`src/rivm_defs.vh`:
```
// Purpose: Constants for the reset and interrupt vector map
// Assumes: Word-addressed program memory, 16-bit program counter
// Notes: Included by rivm_vector_map.v
`ifndef RIVM_DEFS_VH
`define RIVM_DEFS_VH
`define RIVM_PC_W 16
`define RIVM_SRC_N 30
`define RIVM_VEC_W 5
`define RIVM_SLOT_WORDS 16'h0002
`define RIVM_RESET_ADDR 16'h0000
`define RIVM_RESET_VEC_NO 5'h01
`define RIVM_FIRST_IRQ_NO 5'h02
`define RIVM_CHG_CYCLES 3'h4
`define RIVM_CNT_W 3
`define RIVM_CNT_ONE 3'h1
`define RIVM_CNT_ZERO 3'h0
`endif

```
`src/rivm_vector_map.v`:
```
// Purpose: Reset and interrupt vector address generator for an 8-bit core
// Assumes: Requests are same-clock levels from peripheral logic
// Notes: Single clock, no software-visible registers; control bits are ports
`timescale 1ns/1ps
`include "rivm_defs.vh"

module rivm_vector_map #(
    parameter PC_W = `RIVM_PC_W,
    parameter SRC_N = `RIVM_SRC_N
) (
    // Clock and reset
    input wire clock_i,
    input wire arst_n_i,
    // Fuses and boot layout
    input wire boot_reset_select_fuse_i,
    input wire [PC_W-1:0] boot_start_addr_i,
    // Core control register write port
    input wire ctrl_wr_i,
    input wire vector_table_select_wd_i,
    input wire vector_change_enable_wd_i,
    // Reset and interrupt requests, bit 0 is vector 2
    input wire reset_take_i,
    input wire [SRC_N-1:0] irq_req_i,
    input wire global_irq_en_i,
    // Answers to the fetch logic
    output reg [PC_W-1:0] target_addr_o,
    output reg target_valid_o,
    output reg [`RIVM_VEC_W-1:0] vector_no_o,
    output reg irq_pending_o,
    output reg vector_table_select_o,
    output reg vector_change_enable_o
);

// Limitations: requests are taken as levels, so a held request repeats its target
// every cycle; clearing the source is the requester's job. The boot start is taken
// as given; its size encoding lives outside this block.
// The request bus must be no wider than the vector number can count.

// ************************************************************
// Source order
// ************************************************************
// Request bit of each source; its vector number is the bit plus two
// Analog comparators
localparam SRC_COMP_0 = 0;
localparam SRC_COMP_1 = 1;
localparam SRC_COMP_2 = 2;
localparam SRC_COMP_3 = 3;

// Power stage controller
localparam SRC_STAGE_FAULT = 4;
localparam SRC_STAGE_END = 5;

// External requests
localparam SRC_EXT_REQ_0 = 6;
localparam SRC_EXT_REQ_1 = 7;
localparam SRC_EXT_REQ_2 = 8;
localparam SRC_EXT_REQ_3 = 9;

// Sixteen-bit timer
localparam SRC_TMR1_CAPTURE = 10;
localparam SRC_TMR1_MATCH_A = 11;
localparam SRC_TMR1_MATCH_B = 12;
localparam SRC_TMR1_WRAP = 13;

// Eight-bit timer
localparam SRC_TMR0_MATCH_A = 14;
localparam SRC_TMR0_MATCH_B = 15;
localparam SRC_TMR0_WRAP = 16;

// Bus controllers
localparam SRC_CAN_EVENT = 17;
localparam SRC_CAN_TMR_WRAP = 18;
localparam SRC_LIN_DONE = 19;
localparam SRC_LIN_FAULT = 20;

// Pin change requests
localparam SRC_PIN_CHG_0 = 21;
localparam SRC_PIN_CHG_1 = 22;
localparam SRC_PIN_CHG_2 = 23;
localparam SRC_PIN_CHG_3 = 24;

// Serial, converter, watchdog and memory
localparam SRC_SPI_DONE = 25;
localparam SRC_ADC_DONE = 26;
localparam SRC_WDOG = 27;
localparam SRC_EEPROM_READY = 28;
localparam SRC_STORE_PROGRAM_READY = 29;

// ************************************************************
// Change window states
// ************************************************************
localparam CHG_IDLE = 1'b0;
localparam CHG_ARMED = 1'b1;

// ************************************************************
// Change-protection window
// ************************************************************
reg [`RIVM_CNT_W-1:0] chg_cnt_reg;
reg [`RIVM_CNT_W-1:0] chg_cnt_next;
reg chg_state_reg;
reg chg_state_next;
reg sel_next;

// An enable write arms; a plain write only counts while armed
wire arm_wr = ctrl_wr_i & vector_change_enable_wd_i;
wire sel_wr = ctrl_wr_i & ~vector_change_enable_wd_i;

always @* begin
    chg_state_next = chg_state_reg;
    chg_cnt_next = chg_cnt_reg;
    sel_next = vector_table_select_o;
    case (chg_state_reg)
        CHG_IDLE: begin
            // A select write outside the window is dropped on purpose
            if (arm_wr) begin
                chg_state_next = CHG_ARMED;
                chg_cnt_next = `RIVM_CHG_CYCLES;
            end
        end
        CHG_ARMED: begin
            chg_cnt_next = chg_cnt_reg - `RIVM_CNT_ONE;
            if (arm_wr) begin
                // Writing the enable again restarts the window
                chg_cnt_next = `RIVM_CHG_CYCLES;
            end else if (sel_wr) begin
                sel_next = vector_table_select_wd_i;
                chg_state_next = CHG_IDLE;
                chg_cnt_next = `RIVM_CNT_ZERO;
            end else if (chg_cnt_reg == `RIVM_CNT_ONE) begin
                chg_state_next = CHG_IDLE;
            end
        end
        default: begin
            chg_state_next = CHG_IDLE;
            chg_cnt_next = `RIVM_CNT_ZERO;
        end
    endcase
end

always @(posedge clock_i or negedge arst_n_i) begin
    if (!arst_n_i) begin
        chg_state_reg <= CHG_IDLE;
        chg_cnt_reg <= `RIVM_CNT_ZERO;
        vector_table_select_o <= 1'b0;
        vector_change_enable_o <= 1'b0;
    end else begin
        chg_state_reg <= chg_state_next;
        chg_cnt_reg <= chg_cnt_next;
        vector_table_select_o <= sel_next;
        // Copy of the state so the port comes straight from a flop
        vector_change_enable_o <= chg_state_next;
    end
end

// Blocked in the arming write cycle and while the window stays open
wire irq_block = chg_state_reg | arm_wr;

// ************************************************************
// Priority pick and address forming
// ************************************************************
reg [`RIVM_VEC_W-1:0] idx;
reg found;
integer i;

always @* begin
    idx = {`RIVM_VEC_W{1'b0}};
    found = 1'b0;
    for (i = SRC_N - 1; i >= 0; i = i - 1) begin
        if (irq_req_i[i]) begin
            idx = i[`RIVM_VEC_W-1:0];
            found = 1'b1;
        end
    end
end

// Index widened to the address width before any arithmetic
wire [PC_W-1:0] idx_w = {{(PC_W-`RIVM_VEC_W){1'b0}}, idx};
// Two words per slot: index doubled, then past the reset slot
wire [PC_W-1:0] base_slot = {idx_w[PC_W-2:0], 1'b0} + `RIVM_SLOT_WORDS;

// ************************************************************
// Table relocation
// ************************************************************
// The select bit moves the interrupt table only; the fuse moves reset alone
wire [PC_W-1:0] irq_addr = vector_table_select_o ?
    base_slot + boot_start_addr_i : base_slot;
wire [PC_W-1:0] rst_addr = boot_reset_select_fuse_i ?
    `RIVM_RESET_ADDR : boot_start_addr_i;
// Reset outranks any request, so the window never holds it off
wire irq_go = found & global_irq_en_i & ~irq_block;

// ************************************************************
// Target register
// ************************************************************

always @(posedge clock_i or negedge arst_n_i) begin
    if (!arst_n_i) begin
        target_addr_o <= `RIVM_RESET_ADDR;
        target_valid_o <= 1'b0;
        vector_no_o <= `RIVM_RESET_VEC_NO;
        irq_pending_o <= 1'b0;
    end else begin
        irq_pending_o <= found;
        if (reset_take_i) begin
            target_addr_o <= rst_addr;
            vector_no_o <= `RIVM_RESET_VEC_NO;
            target_valid_o <= 1'b1;
        end else if (irq_go) begin
            target_addr_o <= irq_addr;
            vector_no_o <= idx + `RIVM_FIRST_IRQ_NO;
            target_valid_o <= 1'b1;
        end else begin
            target_valid_o <= 1'b0;
        end
    end
end

endmodule // rivm_vector_map

```
`config.mk`:
```
export PLATFORM = sky130hd
export DESIGN_NAME = rivm_vector_map
export DESIGN_NICKNAME = d
export VERILOG_FILES = /design/src/rivm_vector_map.v
export VERILOG_INCLUDE_DIRS = /design/src
export SDC_FILE = /design/constraint.sdc
export NUM_CORES = 1
export LEC_CHECK = 0
export BUFFER_PORTS_ARGS = -buffer_cell sky130_fd_sc_hd__buf_2
export CAP_MARGIN = 0
export CORE_MARGIN = 1.5
export CORE_UTILIZATION = 40
export DETAILED_ROUTE_END_ITERATION = 7
export PLACE_DENSITY = 0.74
export REMOVE_ABC_BUFFERS = 1
export SYNTH_ARGS = -nofsm -noshare
export SYNTH_HDL_FRONTEND = slang
export SYNTH_SLANG_ARGS = --single-unit
```
`constraint.sdc`:
```
create_clock -name clock_i -period 4.5 [get_ports clock_i]
set_clock_uncertainty 0.05 [all_clocks]
set_input_delay 0.225 -clock clock_i [delete_from_list [all_inputs] [get_ports clock_i]]
set_output_delay 0.225 -clock clock_i [all_outputs]
set_load 0.05 [all_outputs]
```
* Yosys cells after proc, flatten, opt, wreduce, memory -nomap -nowiden
Cells that the tools add are included.
** Word-level totals
- Memory bits (writable) :: 0
- Flip-flop bits (word level) :: 28
- Memories :: 0
- Bits in latches :: 0
- Output and inout port bits :: 25
- Input port bits :: 54
- Bits in read-only memories :: 0
- Word-level logic and storage cells :: 101
** Cells by class
- $mul :: 0
- Reduce and logical (&&, ||, !) cells :: 2
- Bitwise logic cells :: 9
- Add/sub/neg operators :: 4
- Equal/unequal tests :: 2
- Magnitude comparators :: 0
- Mux-type cells :: 77
- Shifts and indexed selects :: 0
- Divide/modulo/power cells :: 0
** Operators by type and width (number)
- two-way mux 5 bit :: 32
- two-way mux 16 bit :: 4
- two-way mux 1 bit :: 36
- adder 7 x 16 -> 16 bit :: 1
- two-way mux 3 bit :: 3
- adder 6 x 2 -> 7 bit, second input constant :: 1
- one-hot mux 3 bit (2 select lines) :: 1
- adder 5 x 2 -> 5 bit, second input constant :: 1
- bitwise AND 1 bit :: 4
- inverter 1 bit :: 4
- equality test 3 x 1 -> 1 bit, second input constant :: 1
- AND reduction 3 bit :: 1
- subtractor 3 x 1 -> 3 bit, second input constant :: 1
- inequality test 2 bit, second input constant :: 1
- one-hot mux 1 bit (2 select lines) :: 1
- nonzero test 2 bit :: 1
- OR 1 bit :: 1

* Depth between registers and ports, before layout
Gate-level depths: netlist of the first run.
- Depth in word-level cells :: 35
- Mapped depth :: 17

* Worst setup path before layout of the first run
No wires, ideal clock.
- Kind :: input port to flip-flop
- Start :: input port irq_req_i[24]
- End :: register target_addr_o[11]
- Library setup time :: 0.124 ns
- Required time :: 4.326 ns
- Path slack :: 1.197 ns
- Cell stages on the path :: 16
- Arrival time :: 3.128 ns
- Cell sequence :: o31a_1 -> o41ai_1 -> o311ai_0 -> a31oi_1 -> ha_1 -> inv_1 -> nor4_4 -> xor2_2 -> ha_1 -> o21ai_0 -> o21bai_1 -> a21oi_1 -> nand2b_1 -> nor3_1 -> a21oi_1 -> o21ai_1
** On the way
- Word-level cells in the longest chain between the ends :: 30
- Elaborated cells between the ends (all ways) :: 58
- Those cells by class :: 2 x add/sub; 53 x mux; 2 x bitwise; 1 x reduce/logical
** RTL lines
- start: declaration :: line rivm_vector_map.v:23 : input wire [SRC_N-1:0] irq_req_i,
- two-way mux 5 bit (25 in a row) :: line rivm_vector_map.v:169 : if (irq_req_i[i]) begin
- adder 6 x 2 -> 7 bit (no line)
- adder 7 x 16 -> 16 bit :: line rivm_vector_map.v:186 : base_slot + boot_start_addr_i : base_slot;
- two-way mux 16 bit :: line rivm_vector_map.v:185 : wire [PC_W-1:0] irq_addr = vector_table_select_o ?
- two-way mux 16 bit :: line rivm_vector_map.v:208 : end else if (irq_go) begin
- two-way mux 16 bit :: line rivm_vector_map.v:204 : if (reset_take_i) begin
- end signal: assignment :: line rivm_vector_map.v:198 : target_addr_o <= `RIVM_RESET_ADDR;
- end signal: assignment :: line rivm_vector_map.v:205 : target_addr_o <= rst_addr;
- end signal: assignment :: line rivm_vector_map.v:209 : target_addr_o <= irq_addr;
- end: declaration :: line rivm_vector_map.v:26 : output reg [PC_W-1:0] target_addr_o,
Parallel ways exist; a longest one is shown, timed or not. The select of a mux whose other input is x is not followed.
A chain may end at the register's enable or synchronous reset.

* Worst setup path in the final report of the first run
- Start :: input port irq_req_i[24]
- End :: register target_addr_o[7]
The elaborated chain is that of the path after synthesis.

==> impl_metrics.py, run 1 <==
metrics = {
    "logic_synthesis": {
        "yosysWarnings": 0,
        "async_flop_share_pct": 100,
        "syn_avg_cell_area_sq_um": 8.18,
        "syn_inst": 275,
        "synth_cell_type_count": 57,
        "synth_top_area_share_pct": 30.1,
        "synth_area_leaders": "dfrtp_1 30%, nor2_1 6.2%, ha_1 5.6%, a21oi_1 4.5%, nand2_1 4.3%",
        "synth_edf_count": 0,
        "synth_commonest_cells": "37 x nor2_1, 27 x dfrtp_1, 26 x nand2_1",
        "yosysSeqAreaShare_pct": 31.2,
        "ys.flop_type": "dfrtp_1",
        "yosysMostFrequentCell": "nor2_1",
        "ys_ff_latch": 28,
        "syn-cell-area_sq_um": 2250,
        "yosys.area.top_type": "dfrtp_1",
    },
    "global_routing": {
        "grt_max_degree": 29,
        "overflow": 0,
        "antenna_found_initial": 0,
        "grt_pass1_vias": 2144,
        "grt_usage_pct": 18.9,
        "grt_pass1_wl_microns": 9360,
    },
    "floorplan": {
        "die_w_microns": 78.0,
        "dieArea_sq_um": 6080,
        "die_height_microns": 78.0,
        "core_sq_um": 5470,
        "rows": 27,
        "io_pins": 79,
        "initial_core_util_pct": 41.1,
    },
    "layout": {
        "largest_reg_flops": 16,
        "register_area_sq_um": 702,
        "drive_gt1_share_pct": 28.2,
        "antenna_cells": 0,
        "final_util_pct": 50.2,
        "nets": 417,
        "fill_cells": 559,
        "area_delta_synth_final_pct": 22.3,
        "design_area_sq_um": 2750,
        "multiInputGateArea_sq_um": 1450,
        "final_cells": 423,
    },
    "routing": {
        "drt_drc_violations_left": 0,
        "wl_met2_microns": 2760,
        "ant_nets": 0,
        "dr_wl_met3_microns": 284,
        "top_layer": "met4",
        "vias_per_cell": 5.51,
        "dr.pass1.iters": 4,
        "wl_met1_microns": 2530,
        "drt_wl_total_microns": 5670,
        "drt_iter0_drc": 131,
        "wl_per_cell_microns": 13.4,
        "vias": 2330,
    },
    "sta": {
        "period_share_pct": 79.1,
        "max_freq_ghz": 0.281,
        "fin_tns_setup_ns": 0,
        "hold_viol": 0,
        "tightest_slew_ns": 0.928,
        "finalCriticalPeriod_ns": 3.56,
        "rsz0062_at_grt": "no",
        "setup_slack_ns": 0.939,
        "max_slew_margin_pct": 38.0,
        "final_max_slew_viol_count": 0,
        "finalSetupViolations": 0,
    },
    "clocking": {
        "path_clk_slew_ns": 0.10,
        "insertion_delay_ns": 0.27,
        "cts_num_sinks": 28,
        "clk_path_buf_depth": 2,
        "cts_tree": "yes",
        "cts_resized": 0,
        "htreeDepth": 1,
        "root_buffer": "clkbuf_8",
        "numCtsBuffers": 3,
    },
    "setup_path": {
        "worstSetupPathType": "in -> reg",
        "required_ns": 4.67,
        "r2r_setup_slack_ns": 2.17,
        "cp-end-kind": "flip-flop",
        "setup.worst_path.start_class": "primary input",
        "critPathArrivalTime_ns": 3.73,
        "path_max_fanout": 7,
    },
    "status": {
        "status": "finished clean",
    },
    "place": {
        "dp_hpwl_microns": 4420,
        "place_inst": 418,
        "place_ws_ns": 0.672,
        "placed_area_sq_um": 2690,
        "numPortBuffers": 78,
        "gp_congestion": 0.866,
    },
    "pwr": {
        "p_per_area_nw_per_um2": 292,
        "vdd_drop_max_mv": 0.236,
        "p_leak_nw": 1.24,
    },
    "run": {
        "max-cap-violations": 0,
    },
    "hold_path": {
        "hp-class": "in -> reg",
    },
}
worst max-delay path: stages:
cell and delay (ns):
buf_2 0.12, o31a_1 0.29, o41ai_1 0.30, o311ai_0 0.21
a31oi_1 0.38, ha_1 0.25, inv_1 0.07, nor4_4 0.31
xor2_2 0.19, ha_1 0.29, o21ai_0 0.10, o21bai_1 0.08
a21oi_1 0.39, a21oi_1 0.13, mux2_2 0.30, o21ai_1 0.10
routing by layer:
| layer | up-vias | GRT usage [%] |
|---|---|---|
| li1 | 1165 | - |
| met1 | 1097 | 22.7 |
| met2 | 60 | 34.2 |
| met3 | 8 | 3.29 |
| met4 | 0 | 5.71 |
| met5 | - | 0 |
cell families (layout without fill, tap and decap cells):
kind of cell    Yosys count  count (layout)  synth area share, %
simple gates            114             114                 26.4
compound gates           88              88                 26.3
flops                    28              28                 31.2
buf+inv                  22              98                 4.23
fa+ha+maj                11              11                 6.46
xor+xnor                  8               8                 3.45
mux                       4               4                 1.89
power by group:
group / switching, mW / internal, mW
Combinational: 0.233 / 0.111
Sequential: 0.0273 / 0.288
Clock: 0.0806 / 0.0636
cell type report:
type | instances | area share (%)
repair buffers | 80 | 14.8
inverters | 14 | 1.91
multi-input cells | 225 | 52.8
well taps | 72 | 3.28
clock buffers | 4 | 1.64
flip-flops and latches | 28 | 25.5
timing repair:
action	in CTS	in global routing
buffers inserted	0	0
hold buffers	1	0
endpoints found under the setup margin	0	0
hold endpoints to repair	27	0
metrics by stage:
stage / hold slack [ns] / total power, mW
detailed placement: 0.234 / 0.663
global route: 0.128 / 0.854
global placement: 0.226 / 0.656
CTS: 0.126 / 0.809
finish: 0.134 / 0.803
floorplan: -0.121 / 0.554
final timing paths:
path	cells after the start	endpoint	start
max	16	target_addr_o[7]	irq_req_i[24]
min	2	vector_table_select_o	vector_table_select_wd_i
max reg2reg	7	target_addr_o[4]	chg_state_reg
min reg2reg	1	target_addr_o[1]	target_addr_o[1]
max in group asynchronous	2	chg_state_reg	arst_n_i
min in group asynchronous	2	target_addr_o[10]	arst_n_i
cells in the final DEF, fill, tap and decap left out, drive strengths merged, types with 3 or more instances in the layout:
cell type and count:
a31oi 5, nor4 9, inv 14, ha 10
a211oi 5, a21oi 21, nand3 6, nor3 10
o311ai 4, o21ai 24, o21bai 3, xnor2 4
nand4 4, nor2 38, buf 79, nand2b 6
or4 5, xor2 4, a21o 3, nand2 26
clkbuf 4, dfrtp 27, o21a 3, nor2b 6
No activity file was read; power rests on OpenSTA's default activity.
==> run 2: changes to the inputs <==
Clock period 4.5 ns to 3.5 ns, I/O delays scaled along.
==> run 2 against run 1 <==
Utilization up 2.0 points. First-iteration DRC count up 5.3%. Clock power up 44%. Hold slack worse by 0.061 ns. Clock-buffer cell count unchanged. Flip-flop and latch count unchanged. Combinational power up 31%. Final area up 3.9%. Sequential share of layout area down 0.96 points. Critical path type unchanged. Highest routed layer unchanged.
==> impl_metrics.py, run 2 (same netlist as run 1, synthesis figures left out) <==
metrics = {
    "pwr": {
        "p_leak_nw": 1.30,
        "p_comb_share_pct": 42.2,
        "sw_frac_of_total_pct": 41.8,
        "vdd_drop_max_mv": 0.306,
        "switching_power_mw": 0.445,
        "p_int_mw": 0.619,
        "fin_total_pwr_mw": 1.06,
        "p_per_area_nw_per_um2": 372,
        "seqPwrFrac_pct": 38.2,
        "clkPwrFrac_pct": 19.6,
    },
    "floorplan": {
        "die_w_microns": 78.0,
        "core_sq_um": 5470,
        "io_pins": 79,
        "rows": 27,
        "initial_core_util_pct": 41.1,
        "dieArea_sq_um": 6080,
        "die_height_microns": 78.0,
    },
    "hold_path": {
        "hold_depth": 2,
        "hp-class": "in -> reg",
    },
    "layout": {
        "layout_common_cells": "78 x buf_2, 37 x nor2_1, 27 x dfrtp_1, 26 x nand2_1, 20 x a21oi_1",
        "final_common_cell": "buf_2",
        "design_area_sq_um": 2860,
        "nets": 429,
        "final_cells": 435,
        "drive_gt1_share_pct": 31.1,
        "largest_reg_flops": 16,
        "antenna_cells": 0,
        "area_delta_synth_final_pct": 27.0,
    },
    "sta": {
        "final_max_slew_viol_count": 0,
        "period_share_pct": 93.0,
        "finalCriticalPeriod_ns": 3.25,
        "fin_tns_setup_ns": 0,
        "rsz0062_at_grt": "no",
        "max_freq_ghz": 0.307,
        "finalSetupViolations": 0,
        "max_slew_margin_pct": 38.0,
        "hold_viol": 0,
        "tightest_slew_ns": 0.927,
    },
    "global_routing": {
        "antenna_found_initial": 0,
        "grt_pass1_wl_microns": 9740,
        "overflow": 0,
        "grt_max_degree": 29,
        "grt_usage_pct": 19.5,
        "grt_pass1_vias": 2215,
    },
    "setup_path": {
        "critPathArrivalTime_ns": 3.41,
        "setup.worst_path.start_class": "primary input",
        "r2r_start": "chg_state_reg",
        "reg2reg_depth": 7,
        "r2r_setup_slack_ns": 1.12,
        "rr_endpoint": "target_addr_o[4]",
        "path_max_fanout": 6,
        "crit_path_start": "irq_req_i[27]",
        "worstSetupPathType": "in -> reg",
        "endpoint": "target_addr_o[14]",
        "required_ns": 3.65,
        "cp-end-kind": "flip-flop",
    },
    "place": {
        "gp_congestion": 0.875,
        "place_inst": 430,
        "dp_hpwl_microns": 4460,
        "placed_area_sq_um": 2780,
        "numPortBuffers": 78,
    },
    "routing": {
        "drt_wl_total_microns": 5760,
        "drt_iter0_drc": 138,
        "dr.pass1.iters": 4,
        "vias": 2359,
        "drt_drc_violations_left": 0,
        "ant_nets": 0,
        "vias_per_cell": 5.42,
        "wl_per_cell_microns": 13.2,
    },
    "clocking": {
        "insertion_delay_ns": 0.28,
        "clk_path_buf_depth": 2,
        "path_clk_slew_ns": 0.10,
        "numCtsBuffers": 3,
        "htreeDepth": 1,
        "cts_setup_buffers": 0,
        "root_buffer": "clkbuf_8",
        "cts_tree": "yes",
        "cts_num_sinks": 28,
    },
    "status": {
        "status": "finished clean",
    },
    "run": {
        "max-cap-violations": 0,
    },
}
## run 2: changes by cell type in the layout (fill, tap and decap cells not counted)
cell	before	now
o311ai_1	3	4
o41ai_2	0	1
buf_4	1	13
clkbuf_1	1	0
clkbuf_8	3	4
o41ai_1	2	1
o311ai_0	1	0
## run 2: worst min-delay path by stage
| stage | from | endpoint | slack, ns |
|---|---|---|---|
| after floorplan | arst_n_i | chg_cnt_reg[0] | -0.17 |
| after global routing | vector_table_select_wd_i | vector_table_select_o | 0.07 |
| after global placement | arst_n_i | target_addr_o[10] | 0.18 |
| after detailed placement | arst_n_i | target_addr_o[10] | 0.18 |
| final | vector_table_select_wd_i | vector_table_select_o | 0.07 |
| after CTS | vector_table_select_wd_i | vector_table_select_o | 0.07 |
## run 2: power groups by stage
stage | sequential (mW) | combinational [mW] | clock, mW
global placement | 0.411 | 0.438 | 0
global route | 0.414 | 0.490 | 0.228
CTS | 0.407 | 0.451 | 0.215
detailed placement | 0.413 | 0.447 | 0
finish | 0.406 | 0.449 | 0.208
floorplan | 0.539 | 0.173 | 0
## run 2: metal layers
| layer | vias up | track usage [%] | wire, microns |
|---|---|---|---|
| li1 | 1195 | - | - |
| met1 | 1090 | 24.8 | 2560 |
| met2 | 66 | 33.9 | 2830 |
| met3 | 8 | 3.18 | 283 |
| met4 | 0 | 5.54 | 87 |
| met5 | - | 0 | 0 |
## run 2: final cells by class
class / count / area [sq um]
Timing Repair Buffer: 92 / 498
Clock buffer: 4 / 55.1
Multi-Input combinational cell: 225 / 1460
Sequential cell: 28 / 702
Inverter: 14 / 52.6
Tap cell: 72 / 90.1
Fill cell: 544 / 2620
## run 2: timing repair
item	in CTS	in global routing
gates resized for setup	0	2
hold buffers	1	0
endpoints found under the hold margin	27	0
endpoints found under the setup margin	0	6
## run 2: critical path, cell delays in order
cell,delay [ns]
buf_2,0.10
buf_4,0.13
or4_1,0.53
o2111a_1,0.27
nor2_1,0.21
o21bai_2,0.09
inv_1,0.06
ha_1,0.16
nand2_1,0.07
xor2_1,0.14
ha_1,0.33
o21ai_0,0.09
nor2_1,0.18
o41a_1,0.27
nand4_1,0.11
or2_2,0.31
a31oi_1,0.17
## run 2: through the flow
stage | setup slack (ns) | utilization, % | hold slack [ns]
global route | 0.00305 | 52.2 | 0.0703
global placement | -0.0172 | 50.9 | 0.179
floorplan | 0.232 | - | -0.171
finish | 0.246 | 52.2 | 0.0736
CTS | 0.187 | 52.1 | 0.0697
detailed placement | -0.0970 | 50.9 | 0.181
==> run 3: changes to the inputs <==
Settings changed: CELL_PAD_IN_SITES_DETAIL_PLACEMENT set to 1, CELL_PAD_IN_SITES_GLOBAL_PLACEMENT set to 1, CORE_UTILIZATION 40 to 36, PLACE_DENSITY 0.74 to 0.88, SKIP_LAST_GASP set to 1.
==> run 3 against run 2 <==
Sequential share of layout area decreased by 0.22 points. Wire length is 18% higher. Utilization decreased by 4.1 points. Largest power group unchanged. Maximum frequency down 0.19%. Die area up 11%. Clock power decreased by 9%. Largest cell class unchanged.
==> impl_metrics.py, run 3 (same netlist as run 1, synthesis figures left out) <==
metrics = {
    "status": {
        "status": "finished clean",
    },
    "layout": {
        "final_common_cell": "buf_2",
        "fill_cells": 775,
        "area_delta_synth_final_pct": 28.2,
        "final_util_pct": 48.1,
        "largest_reg_flops": 16,
        "nets": 430,
        "final_cells": 439,
        "antenna_cells": 0,
        "drive_gt1_share_pct": 32.1,
        "layout_common_cells": "78 x buf_2, 36 x nor2_1, 27 x dfrtp_1, 26 x nand2_1, 19 x a21oi_1",
    },
    "hold_path": {
        "hp-class": "in -> reg",
    },
    "floorplan": {
        "io_pins": 79,
        "die_w_microns": 82.0,
        "initial_core_util_pct": 37.5,
        "die_height_microns": 82.0,
        "rows": 28,
        "core_sq_um": 5990,
        "dieArea_sq_um": 6730,
    },
    "setup_path": {
        "cp_common_cell": "ha_1",
        "critPathArrivalTime_ns": 3.42,
        "worstSetupPathType": "in -> reg",
        "path_max_fanout": 6,
        "crit_slowest_cell": "or4_1",
        "cp_cell_sequence": "buf_2 -> buf_4 -> or4_1 -> o2111a_1 -> nor2_2 -> o21bai_2 -> inv_1 -> ha_1 -> nand2_1 -> xor2_1 -> ha_1 -> o21ai_0 -> nor2_1 -> o41a_1 -> nand4_1 -> or2_2 -> a31oi_1",
        "setup.worst_path.start_class": "primary input",
        "cpPeakStageDelay_ns": 0.54,
        "cp-end-kind": "flip-flop",
        "required_ns": 3.66,
    },
    "pwr": {
        "p_leak_nw": 1.31,
        "vdd_drop_max_mv": 0.306,
        "p_per_area_nw_per_um2": 369,
    },
    "place": {
        "gp_congestion": 0.883,
        "dp_hpwl_microns": 5340,
        "place_inst": 434,
        "numPortBuffers": 78,
        "place_ws_ns": -0.172,
    },
    "clocking": {
        "numCtsBuffers": 3,
        "path_clk_slew_ns": 0.10,
        "clk_path_buf_depth": 2,
        "root_buffer": "clkbuf_8",
        "cts_num_sinks": 28,
        "insertion_delay_ns": 0.28,
        "cts_tree": "yes",
        "htreeDepth": 1,
    },
    "sta": {
        "fin_tns_setup_ns": 0,
        "final_max_slew_viol_count": 0,
        "rsz0062_at_grt": "no",
        "tightest_slew_ns": 1.00,
        "finalSetupViolations": 0,
        "hold_viol": 0,
        "finalCriticalPeriod_ns": 3.26,
        "setup_slack_ns": 0.239,
        "hold_ws_ns": 0.0842,
        "max_slew_margin_pct": 33.2,
        "period_share_pct": 93.2,
        "max_freq_ghz": 0.307,
    },
    "routing": {
        "vias": 2424,
        "wl_per_cell_microns": 15.5,
        "drt_iter0_drc": 89,
        "ant_nets": 0,
        "vias_per_cell": 5.52,
        "drt_wl_total_microns": 6820,
        "dr.pass1.iters": 4,
        "drt_drc_violations_left": 0,
    },
    "global_routing": {
        "grt_usage_pct": 21.2,
        "grt_pass1_wl_microns": 11100,
        "overflow": 0,
        "antenna_found_initial": 0,
        "grt_pass1_vias": 2493,
        "grt_max_degree": 29,
    },
    "run": {
        "max-cap-violations": 0,
    },
}
[run 3: critical path: cells and delay by family]
kind,cells,cell delay [ns]
AO/OA/AOI/OAI,5,0.91
adder cells (fa/ha/maj),2,0.51
AND/OR/NAND/NOR,6,1.37
XOR/XNOR,1,0.14
buffers and inverters,3,0.30
[run 3: final cells by class]
class,instances,area (sq um),area share [%]
multi-input cells,225,1480,51.5
flip-flops and latches,28,702,24.3
repair buffers,93,505,17.5
well taps,75,93.8,3.26
inverters,14,52.6,1.82
clock buffers,4,45.0,1.56
[run 3: timing repair]
item | 4_1_cts | 5_1_grt
hold buffers | 1 | 0
endpoints found under the hold margin | 27 | 0
gates resized for setup | 0 | 6
endpoints found under the setup margin | 0 | 9
buffers inserted | 0 | 0
[run 3: worst paths after layout]
path | cells past startpoint | end | startpoint | slack (ns)
setup / recovery | 17 | target_addr_o[14] | irq_req_i[24] | 0.24
hold / removal | 2 | vector_table_select_o | vector_table_select_wd_i | 0.08
setup reg to reg | 7 | target_addr_o[4] | chg_state_reg | 1.10
hold reg to reg | 2 | target_addr_o[9] | target_addr_o[9] | 0.45
max in group asynchronous | 2 | vector_no_o[1] | arst_n_i | 2.60
min in group asynchronous | 2 | target_addr_o[14] | arst_n_i | 0.38
[run 3: power by group]
| part | internal (mW) | leakage [nW] | switching (mW) |
|---|---|---|---|
| clock network | 0.0820 | 0.0228 | 0.108 |
| registers | 0.370 | 0.346 | 0.0379 |
| logic | 0.151 | 0.936 | 0.313 |
| total | 0.603 | 1.31 | 0.459 |
[run 3: through the flow]
stage / cell area, sq um / power [mW]
final: 2880 / 1.06
after global routing: 2880 / 1.13
after CTS: 2850 / 1.07
after detailed placement: 2800 / 0.873
after global placement: 2800 / 0.854
after floorplan: 2210 / 0.712
[run 3: layer usage]
metal  vias up  global-route usage (%)  wire, microns
li1       1196                       -              -
met1      1175                    27.3           3090
met2        46                    36.9           3400
met3         7                    3.22            270
met4         0                    4.92             63
met5         -                       0              0
